==> src/core/nfhc_consts.svh <==
// Offsets, command codes and timing counts of the NOR flash host controller
`ifndef NFHC_CONSTS_SVH
`define NFHC_CONSTS_SVH
`define NFHC_OFF_CTRL 12'h000
`define NFHC_OFF_ADDR 12'h004
`define NFHC_OFF_DATA 12'h008
`define NFHC_OFF_STAT 12'h00c
`define NFHC_OFF_RDAT 12'h010
`define NFHC_CTRL_GO 0
`define NFHC_CTRL_OP_LSB 1
`define NFHC_CTRL_BYTE 4
`define NFHC_STAT_BUSY 0
`define NFHC_STAT_ERR 1
`define NFHC_STAT_RB 2
`define NFHC_UNLOCK_A1 20'h00555
`define NFHC_UNLOCK_D1 16'h00aa
`define NFHC_UNLOCK_A2 20'h002aa
`define NFHC_UNLOCK_D2 16'h0055
`define NFHC_CMD_RESET 16'h00f0
`define NFHC_CMD_IDENT 16'h0090
`define NFHC_CMD_PROG 16'h00a0
`define NFHC_CMD_BYPASS 16'h0020
`define NFHC_CMD_BYP_EXIT1 16'h0090
`define NFHC_CMD_BYP_EXIT2 16'h0000
`define NFHC_CMD_SER_ENTER 16'h0088
`define NFHC_CMD_SER_EXIT 16'h0000
`define NFHC_STROBE_NS 100
`define NFHC_STROBE_CYC ((`NFHC_STROBE_NS + 24) / 25)
`define NFHC_POLL_LIMIT 24'hffffff
`endif

==> src/core/nfhc_pkg.sv <==
// Types of the NOR flash host controller
package nfhc_pkg;
    typedef enum logic [2:0] {
        NFHC_OP_READ = 3'h0,
        NFHC_OP_RESET = 3'h1,
        NFHC_OP_IDENT = 3'h2,
        NFHC_OP_PROG = 3'h3,
        NFHC_OP_BYP_ENTER = 3'h4,
        NFHC_OP_BYP_PROG = 3'h5,
        NFHC_OP_BYP_EXIT = 3'h6,
        NFHC_OP_SER = 3'h7
    } nfhc_op_e;
    typedef enum logic [2:0] {
        NFHC_IDLE = 3'b000,
        NFHC_SETUP = 3'b001,
        NFHC_STROBE = 3'b011,
        NFHC_HOLD = 3'b010,
        NFHC_POLL = 3'b110,
        NFHC_DONE = 3'b111
    } nfhc_state_e;
    typedef struct packed {
        logic ce_n;
        logic we_n;
        logic oe_n;
        logic byte_n;
    } nfhc_ctl_s;
    typedef struct packed {
        logic [19:0] addr;
        logic [15:0] data;
    } nfhc_cyc_s;
endpackage

==> src/core/nfhc_host.sv <==
// NOR flash host controller: APB registers in, flash strobe sequences out
`include "nfhc_consts.svh"
module nfhc_host (
    input wire logic clock,
    input wire logic rst_n,
    input wire logic psel,
    input wire logic penable,
    input wire logic pwrite,
    input wire logic [11:0] paddr,
    input wire logic [31:0] pwdata,
    output logic [31:0] prdata,
    output logic pready,
    output logic pslverr,
    output logic [19:0] flash_addr,
    output logic [15:0] flash_dq_out,
    output logic flash_dq_oe_n,
    input wire logic [15:0] flash_dq_in,
    output logic flash_ce_n,
    output logic flash_we_n,
    output logic flash_oe_n,
    output logic flash_byte_n,
    input wire logic ready_busy_n
);
    nfhc_pkg::nfhc_state_e state_reg, state_next;
    nfhc_pkg::nfhc_ctl_s ctl_reg;
    logic [19:0] addr_reg;
    logic [15:0] data_reg;
    logic [15:0] rdat_reg;
    logic [2:0] op_reg;
    logic [2:0] step_reg;
    logic [7:0] tcnt_reg;
    logic [23:0] poll_reg;
    logic err_reg;
    logic byte_reg;
    logic ser_reg;
    logic byp_reg;
    logic [31:0] prdata_reg;
    logic pready_reg;
    logic pslverr_reg;

    wire busy = state_reg != nfhc_pkg::NFHC_IDLE;
    wire apb_setup = psel && !penable;
    wire wr_ctrl = apb_setup && pwrite && paddr == `NFHC_OFF_CTRL;
    wire go = wr_ctrl && pwdata[`NFHC_CTRL_GO] && !busy;
    wire [2:0] go_op = pwdata[`NFHC_CTRL_OP_LSB +: 3];
    wire addr_hit = paddr == `NFHC_OFF_CTRL || paddr == `NFHC_OFF_ADDR || paddr == `NFHC_OFF_DATA ||
        paddr == `NFHC_OFF_STAT || paddr == `NFHC_OFF_RDAT;
    // Bypass is refused inside the serial sector; the request flags an error instead
    wire op_illegal = (go_op == 3'h4 && ser_reg) ||
        ((go_op == 3'h5 || go_op == 3'h6) && !byp_reg) ||
        (byp_reg && go_op != 3'h0 && go_op != 3'h5 && go_op != 3'h6);
    wire [31:0] rd_mux = paddr == `NFHC_OFF_CTRL ? {27'h0, byte_reg, op_reg, 1'b0} :
        paddr == `NFHC_OFF_ADDR ? {12'h0, addr_reg} :
        paddr == `NFHC_OFF_DATA ? {16'h0, data_reg} :
        paddr == `NFHC_OFF_STAT ? {27'h0, byp_reg, ser_reg, !ready_busy_n, err_reg, busy} :
        paddr == `NFHC_OFF_RDAT ? {16'h0, rdat_reg} : 32'h0;

    // Number of strobed cycles in each operation, reads included
    wire [2:0] nsteps = op_reg == 3'h0 ? 3'h1 : op_reg == 3'h1 ? 3'h1 : op_reg == 3'h2 ? 3'h3 :
        op_reg == 3'h3 ? 3'h4 : op_reg == 3'h4 ? 3'h3 : op_reg == 3'h5 ? 3'h2 : op_reg == 3'h6 ? 3'h2 :
        (ser_reg ? 3'h4 : 3'h3);
    wire last_step = step_reg == nsteps - 3'h1;
    wire is_read = op_reg == 3'h0;
    wire unlock1 = step_reg == 3'h0;
    wire unlock2 = step_reg == 3'h1;
    // Sequence table: unlocks, then the command, then for programs the target address and data; reset and bypass-mode cycles have no unlocks
    wire [15:0] cmd_code = op_reg == 3'h1 ? `NFHC_CMD_RESET : op_reg == 3'h2 ? `NFHC_CMD_IDENT :
        op_reg == 3'h3 ? `NFHC_CMD_PROG : op_reg == 3'h4 ? `NFHC_CMD_BYPASS :
        op_reg == 3'h7 ? (ser_reg ? `NFHC_CMD_SER_EXIT : `NFHC_CMD_SER_ENTER) : 16'h0;
    wire two_step = op_reg == 3'h5 || op_reg == 3'h6;
    wire [15:0] byp_code = op_reg == 3'h5 ? `NFHC_CMD_PROG :
        (unlock1 ? `NFHC_CMD_BYP_EXIT1 : `NFHC_CMD_BYP_EXIT2);
    wire final_target = (op_reg == 3'h3 && step_reg == 3'h3) || (op_reg == 3'h5 && step_reg == 3'h1);
    wire ser_exit4 = op_reg == 3'h7 && ser_reg && step_reg == 3'h3;
    nfhc_pkg::nfhc_cyc_s cyc;
    assign cyc.addr = (is_read || final_target) ? addr_reg :
        (two_step || op_reg == 3'h1) ? addr_reg :
        unlock1 ? `NFHC_UNLOCK_A1 : unlock2 ? `NFHC_UNLOCK_A2 : `NFHC_UNLOCK_A1;
    assign cyc.data = final_target ? data_reg : two_step ? byp_code : op_reg == 3'h1 ? cmd_code :
        ser_exit4 ? `NFHC_CMD_SER_EXIT :
        unlock1 ? `NFHC_UNLOCK_D1 : unlock2 ? `NFHC_UNLOCK_D2 : cmd_code;
    wire strobe_done = tcnt_reg == 8'(`NFHC_STROBE_CYC - 1);
    // Programming completion is watched on ready/busy with a bounded poll
    wire prog_op = op_reg == 3'h3 || op_reg == 3'h5;

    always_comb begin
        state_next = state_reg;
        unique case (state_reg)
            nfhc_pkg::NFHC_IDLE: if (go && !op_illegal) state_next = nfhc_pkg::NFHC_SETUP;
            nfhc_pkg::NFHC_SETUP: if (strobe_done) state_next = nfhc_pkg::NFHC_STROBE;
            nfhc_pkg::NFHC_STROBE: if (strobe_done) state_next = nfhc_pkg::NFHC_HOLD;
            nfhc_pkg::NFHC_HOLD: if (strobe_done) begin
                if (!last_step) state_next = nfhc_pkg::NFHC_SETUP;
                else if (prog_op) state_next = nfhc_pkg::NFHC_POLL;
                else state_next = nfhc_pkg::NFHC_DONE;
            end
            // Nothing is written while the device programs; new commands are ignored
            nfhc_pkg::NFHC_POLL: if ((ready_busy_n && tcnt_reg == 8'hff) || poll_reg == `NFHC_POLL_LIMIT) begin
                state_next = nfhc_pkg::NFHC_DONE;
            end
            nfhc_pkg::NFHC_DONE: state_next = nfhc_pkg::NFHC_IDLE;
            default: state_next = nfhc_pkg::NFHC_IDLE;
        endcase
    end

    always_ff @(posedge clock or negedge rst_n) begin
        if (!rst_n) state_reg <= nfhc_pkg::NFHC_IDLE;
        else state_reg <= state_next;
    end

    always_ff @(posedge clock or negedge rst_n) begin
        if (!rst_n) tcnt_reg <= 8'h00;
        else if (state_reg != state_next) tcnt_reg <= 8'h00;
        else if (tcnt_reg != 8'hff) tcnt_reg <= tcnt_reg + 8'h01;
    end

    always_ff @(posedge clock or negedge rst_n) begin
        if (!rst_n) poll_reg <= 24'h0;
        else if (state_reg != nfhc_pkg::NFHC_POLL) poll_reg <= 24'h0;
        else poll_reg <= poll_reg + 24'h1;
    end

    always_ff @(posedge clock or negedge rst_n) begin
        if (!rst_n) step_reg <= 3'h0;
        else if (state_reg == nfhc_pkg::NFHC_IDLE) step_reg <= 3'h0;
        else if (state_reg == nfhc_pkg::NFHC_HOLD && strobe_done) step_reg <= step_reg + 3'h1;
    end

    // Strobes: select and write low with output high form a write; output low only for reads
    always_ff @(posedge clock or negedge rst_n) begin
        if (!rst_n) begin
            ctl_reg <= '{ce_n: 1'b1, we_n: 1'b1, oe_n: 1'b1, byte_n: 1'b1};
        end else begin
            ctl_reg.byte_n <= !byte_reg;
            ctl_reg.ce_n <= !(state_next == nfhc_pkg::NFHC_STROBE);
            ctl_reg.we_n <= !(state_next == nfhc_pkg::NFHC_STROBE && !is_read);
            ctl_reg.oe_n <= !(state_next == nfhc_pkg::NFHC_STROBE && is_read);
        end
    end

    // Address and data settle three cycles before the strobes move, one cycle into the four-cycle setup phase
    always_ff @(posedge clock or negedge rst_n) begin
        if (!rst_n) begin
            flash_addr <= 20'h0;
            flash_dq_out <= 16'h0;
            flash_dq_oe_n <= 1'b1;
        end else begin
            flash_addr <= cyc.addr;
            flash_dq_out <= cyc.data;
            flash_dq_oe_n <= !(busy && !is_read && state_reg != nfhc_pkg::NFHC_POLL &&
                state_reg != nfhc_pkg::NFHC_DONE);
        end
    end

    always_ff @(posedge clock or negedge rst_n) begin
        if (!rst_n) begin
            op_reg <= 3'h0;
            byte_reg <= 1'b0;
            addr_reg <= 20'h0;
            data_reg <= 16'h0;
        end else begin
            if (go) op_reg <= go_op;
            if (wr_ctrl && !busy) byte_reg <= pwdata[`NFHC_CTRL_BYTE];
            if (apb_setup && pwrite && paddr == `NFHC_OFF_ADDR && !busy) addr_reg <= pwdata[19:0];
            if (apb_setup && pwrite && paddr == `NFHC_OFF_DATA && !busy) data_reg <= pwdata[15:0];
        end
    end

    // Mode tracking mirrors the device: bypass and serial sector end as documented
    always_ff @(posedge clock or negedge rst_n) begin
        if (!rst_n) begin
            ser_reg <= 1'b0;
            byp_reg <= 1'b0;
            err_reg <= 1'b0;
            rdat_reg <= 16'h0;
        end else begin
            if (state_reg == nfhc_pkg::NFHC_STROBE && is_read && strobe_done) rdat_reg <= flash_dq_in;
            if (state_reg == nfhc_pkg::NFHC_DONE) begin
                if (op_reg == 3'h7) ser_reg <= !ser_reg;
                if (op_reg == 3'h4) byp_reg <= 1'b1;
                if (op_reg == 3'h6) byp_reg <= 1'b0;
                // Reset after a timeout or from query mode restores array reads
                if (op_reg == 3'h1) byp_reg <= 1'b0;
            end
            if (go && op_illegal) err_reg <= 1'b1;
            else if (state_reg == nfhc_pkg::NFHC_POLL && poll_reg == `NFHC_POLL_LIMIT) err_reg <= 1'b1;
            else if (go) err_reg <= 1'b0;
        end
    end

    always_ff @(posedge clock or negedge rst_n) begin
        if (!rst_n) begin
            prdata_reg <= 32'h0;
            pready_reg <= 1'b0;
            pslverr_reg <= 1'b0;
        end else begin
            pready_reg <= apb_setup;
            pslverr_reg <= apb_setup && !addr_hit;
            prdata_reg <= (apb_setup && !pwrite) ? rd_mux : 32'h0;
        end
    end

    assign prdata = prdata_reg;
    assign pready = pready_reg;
    assign pslverr = pslverr_reg;
    assign flash_ce_n = ctl_reg.ce_n;
    assign flash_we_n = ctl_reg.we_n;
    assign flash_oe_n = ctl_reg.oe_n;
    assign flash_byte_n = ctl_reg.byte_n;
endmodule // nfhc_host

==> config.mk <==
export PLATFORM = sky130hd
export DESIGN_NAME = nfhc_host
export DESIGN_NICKNAME = d
export VERILOG_FILES = /design/src/core/nfhc_pkg.sv /design/src/core/nfhc_host.sv
export VERILOG_INCLUDE_DIRS = /design/src /design/src/core
export SDC_FILE = /design/constraint.sdc
export NUM_CORES = 1
export LEC_CHECK = 0
export ABC_AREA = 1
export BUFFER_PORTS_ARGS = -buffer_cell sky130_fd_sc_hd__buf_2
export CAP_MARGIN = 20
export CORE_ASPECT_RATIO = 1.75
export CORE_MARGIN = 1
export CORE_UTILIZATION = 45
export DETAILED_ROUTE_END_ITERATION = 12
export PLACE_DENSITY = 0.69
export SETUP_SLACK_MARGIN = 0.02
export SLEW_MARGIN = 20
export SYNTH_ARGS = -nofsm -noshare
export SYNTH_HDL_FRONTEND = slang
export SYNTH_SLANG_ARGS = --single-unit
export TNS_END_PERCENT = 100
==> constraint.sdc <==
create_clock -name clock -period 1.9 [get_ports clock]
set_input_delay 0.475 -clock clock [delete_from_list [all_inputs] [get_ports clock]]
set_output_delay 0.475 -clock clock [all_outputs]
set_load 0.05 [all_outputs]
==> results.txt <==
status -> complete, but fails checks
violations in the final reports -> setup timing
most used cells in the layout excluding fill and tap cells -> 153 x sky130_fd_sc_hd__dfrtp_1, 119 x sky130_fd_sc_hd__inv_1, 115 x sky130_fd_sc_hd__buf_2
detailed-route DRC error count -> 0
commonest non-fill, non-tap cell in the layout -> sky130_fd_sc_hd__dfrtp_1
ratio of total power to cell area -> 860.7 nW/um^2
number of vias per cell after detailed routing -> 4.966
width of the die -> 99.98 um
Maximum Capacitance Violations -> 0
overall die area -> 17,340 sq um
most common flop cell mapped by yosys -> sky130_fd_sc_hd__dfrtp_1
RSZ-0062 raised after global routing -> yes
startpoint of the worst-slack reg-to-reg timing path -> op_reg[0]
overall power of the completed layout -> 8.283 mW
worst setup slack after layout -> -0.06974 ns
overflow left after global routing -> 0
register clock-pin slew on the reported worst setup and hold paths -> 0.07 ns
share of cells above drive strength 1 -> 32.71%
Max Clock Freq -> 507.7 MHz
synthesized cell area -> 7560 sq um
sum of routed wire length over all layers -> 19.26 mm
number of cells on the worst hold path -> 3
DR pass1 iterations -> 5
first-pass GRT wire length -> 30.62 mm
number of global-route vias before repair -> 6,159
final HPWL from detailed placement -> 14.30 mm
number of buffers added by the clock tree synthesis step -> 17
final max-slew violation count -> 0
register-to-register setup slack -> -0.07 ns
number of enable flip-flop cells after synthesis -> 0
initial detailed-routing violation count -> 332
Worst VDD drop -> 0.0007052 V
global-route layer with the greatest usage -> met2
clock sink count -> 160
Arrival @ worst endpoint -> 2.33 ns
per-instance average area after synthesis -> 9.322 sq um
Global Route met3 Usage -> 3.226%
Final setup viols -> 12
Largest register FFs -> 24
number of placed instances, taps included -> 1,189
clock tree from TritonCTS -> done
layout overhead on the synthesized area -> 27.31%
met2 layer usage reported by global route -> 42.59%
global router's overall resource usage -> 23.34%
Std-Cell Core Area -> 16,450 sq um
total vias in the final route -> 6,138
most area-consuming cells after synthesis -> sky130_fd_sc_hd__dfrtp_1 51%, sky130_fd_sc_hd__inv_1 6.0%, sky130_fd_sc_hd__nand2_1 5.7%
share of the yosys chip area belonging to registers -> 53.05%
number of antenna violations at the first check in global routing -> 0
fillcell total -> 1,454
count of antenna diodes in the layout -> 0
average detailed-routed wire length per instance -> 15.59 um
proportion of netlist area held by the largest area contributor -> 51.31%
CP Data Required Time -> 2.26 ns
endpoint of the worst register-to-register path -> tcnt_reg[7]
Worst setup SP type -> register
pin count of the biggest net entering global routing -> 44
GR met1 Demand/Resource -> 25.51%
boundary pin count -> 141
Syn. warnings -> 0
fin crit period -> 1.970 ns
cell count after synthesis -> 811
final worst clock skew -> 0.01424 ns
insertion delay of the later-clocked pin in the worst-skew pair -> 0.44 ns
Final Wtd Congestion -> 0.9520
Total Nets Final -> 1,072
worst min path class -> input port to register
final-layout worst hold slack -> 0.2541 ns
initial core utilization -> 45.97%
total number of H-tree levels -> 4
type of destination of the critical path -> register
proportion of synthesized flip-flops having asynchronous set or reset -> 100.0%
total of buffers placed on input and output ports -> 116
final hold violation count -> 0
Crit Path Max Fanout -> 8
Hold Startpoint -> pwdata[16]
CTS root buffer -> sky130_fd_sc_hd__clkbuf_16
fin cells -> 1,236
standby leakage power -> 5.006 nW
Synth area leader -> sky130_fd_sc_hd__dfrtp_1
Register-to-Register Path Depth -> 13
row cnt -> 62
buffer depth of the longest clock path -> 2
flip-flop and latch count after synthesis -> 160
hold worst-path end -> addr_reg[16]
post-synth cell types -> 52
die extent in y -> 173.5 um
final antenna-violating net count -> 0
category of the most critical setup path -> register to register
Final TNS setup -> -0.4675 ns
fraction of the cycle the final worst path needs -> 103.7%
==> synthesized netlist by cell type (4+ instances only) <==
| library cell | number |
|---|---|
| sky130_fd_sc_hd__a211oi_1 | 7 |
| sky130_fd_sc_hd__a21oi_1 | 28 |
| sky130_fd_sc_hd__a31oi_1 | 14 |
| sky130_fd_sc_hd__buf_2 | 4 |
| sky130_fd_sc_hd__buf_4 | 13 |
| sky130_fd_sc_hd__buf_6 | 4 |
| sky130_fd_sc_hd__clkbuf_1 | 9 |
| sky130_fd_sc_hd__dfrtp_1 | 155 |
| sky130_fd_sc_hd__dfstp_2 | 5 |
| sky130_fd_sc_hd__ha_1 | 7 |
| sky130_fd_sc_hd__inv_1 | 121 |
| sky130_fd_sc_hd__inv_2 | 9 |
| sky130_fd_sc_hd__inv_4 | 4 |
| sky130_fd_sc_hd__mux2_2 | 13 |
| sky130_fd_sc_hd__mux2i_1 | 15 |
| sky130_fd_sc_hd__nand2_1 | 114 |
| sky130_fd_sc_hd__nand2_2 | 5 |
| sky130_fd_sc_hd__nand2_4 | 5 |
| sky130_fd_sc_hd__nand3_1 | 34 |
| sky130_fd_sc_hd__nand3_2 | 7 |
| sky130_fd_sc_hd__nand4_1 | 13 |
| sky130_fd_sc_hd__nor2_1 | 86 |
| sky130_fd_sc_hd__nor2_2 | 18 |
| sky130_fd_sc_hd__nor2_4 | 5 |
| sky130_fd_sc_hd__nor3_1 | 12 |
| sky130_fd_sc_hd__o21a_1 | 4 |
| sky130_fd_sc_hd__o21ai_0 | 50 |
| sky130_fd_sc_hd__o221ai_1 | 5 |
| sky130_fd_sc_hd__o22ai_1 | 7 |
| sky130_fd_sc_hd__xnor2_1 | 4 |
| sky130_fd_sc_hd__xor2_1 | 4 |
==> metrics by stage <==
step | cell area [sq um] | utilization, % | setup slack (ns)
after floorplan | 7610 | - | -0.04318
final | 9624 | 58.52 | -0.06974
after CTS | 9400 | 57.16 | -0.1134
after global routing | 9624 | 58.52 | -0.2208
after detailed placement | 8758 | 53.26 | -0.1069
after global placement | 8758 | 53.26 | -0.06969
==> where the power goes <==
part           switching [mW]  leakage [nW]  total [mW]  internal [mW]
registers              0.0767          2.06        3.60           3.52
clock network            1.58         0.295        3.48           1.89
logic                   0.814          2.65        1.21          0.397
total                    2.48          5.01        8.28           5.81
==> cell families after synthesis <==
kind of cell | count (synthesis) | synth area share, %
other cells | 1 | 0.04960
xor+xnor | 8 | 0.9268
mux | 33 | 4.816
compound gates | 124 | 9.616
fa+ha+maj | 7 | 1.159
simple gates | 313 | 20.94
flops | 160 | 53.05
buf+inv | 165 | 9.450
==> area by class of cell <==
| type | count | area (sq um) | share of cell area (%) |
|---|---|---|---|
| multi-input combinational | 497 | 3009 | 31.27 |
| clock buffer | 17 | 425.4 | 4.420 |
| inverter | 135 | 525.5 | 5.460 |
| tap | 224 | 280.3 | 2.912 |
| sequential | 160 | 4013 | 41.69 |
| clock inverter | 15 | 183.9 | 1.911 |
| timing repair buffer | 188 | 1187 | 12.34 |
==> what timing repair did <==
action,CTS,global route
hold endpoints to repair,33,0
hold buffers,1,0
gates resized for setup,6,35
pin swaps,5,19
setup endpoints to repair,23,52
setup buffers,1,13
==> metal layers <==
metal	wire, um	up-vias
met4	840	0
met1	7222	2937
met3	678	48
met5	0	-
met2	10520	188
li1	-	2965
==> worst max-delay path by stage <==
stage               from           to  depth (start not counted)
5_1_grt        op_reg[0]  tcnt_reg[7]                         15
3_5_place_dp   op_reg[1]  tcnt_reg[4]                         15
2_1_floorplan  op_reg[0]  tcnt_reg[2]                         15
3_3_place_gp     ser_reg  tcnt_reg[3]                         15
4_1_cts        op_reg[0]  tcnt_reg[4]                         15
6_report       op_reg[0]  tcnt_reg[7]                         13
==> critical path, stage by stage, from the launching register on <==
cell and delay (ns):
sky130_fd_sc_hd__dfrtp_2 0.44, sky130_fd_sc_hd__nand2_4 0.10, sky130_fd_sc_hd__inv_4 0.04, sky130_fd_sc_hd__nand2_4 0.09, sky130_fd_sc_hd__nand2_4 0.06, sky130_fd_sc_hd__ha_4 0.24, sky130_fd_sc_hd__xnor2_2 0.13, sky130_fd_sc_hd__nor2_2 0.17
sky130_fd_sc_hd__nand4_1 0.12, sky130_fd_sc_hd__nand2_2 0.11, sky130_fd_sc_hd__nand3_2 0.09, sky130_fd_sc_hd__nand2_4 0.10, sky130_fd_sc_hd__nand2_8 0.09, sky130_fd_sc_hd__nor2_4 0.11
No activity file was read; power rests on OpenSTA's default activity.
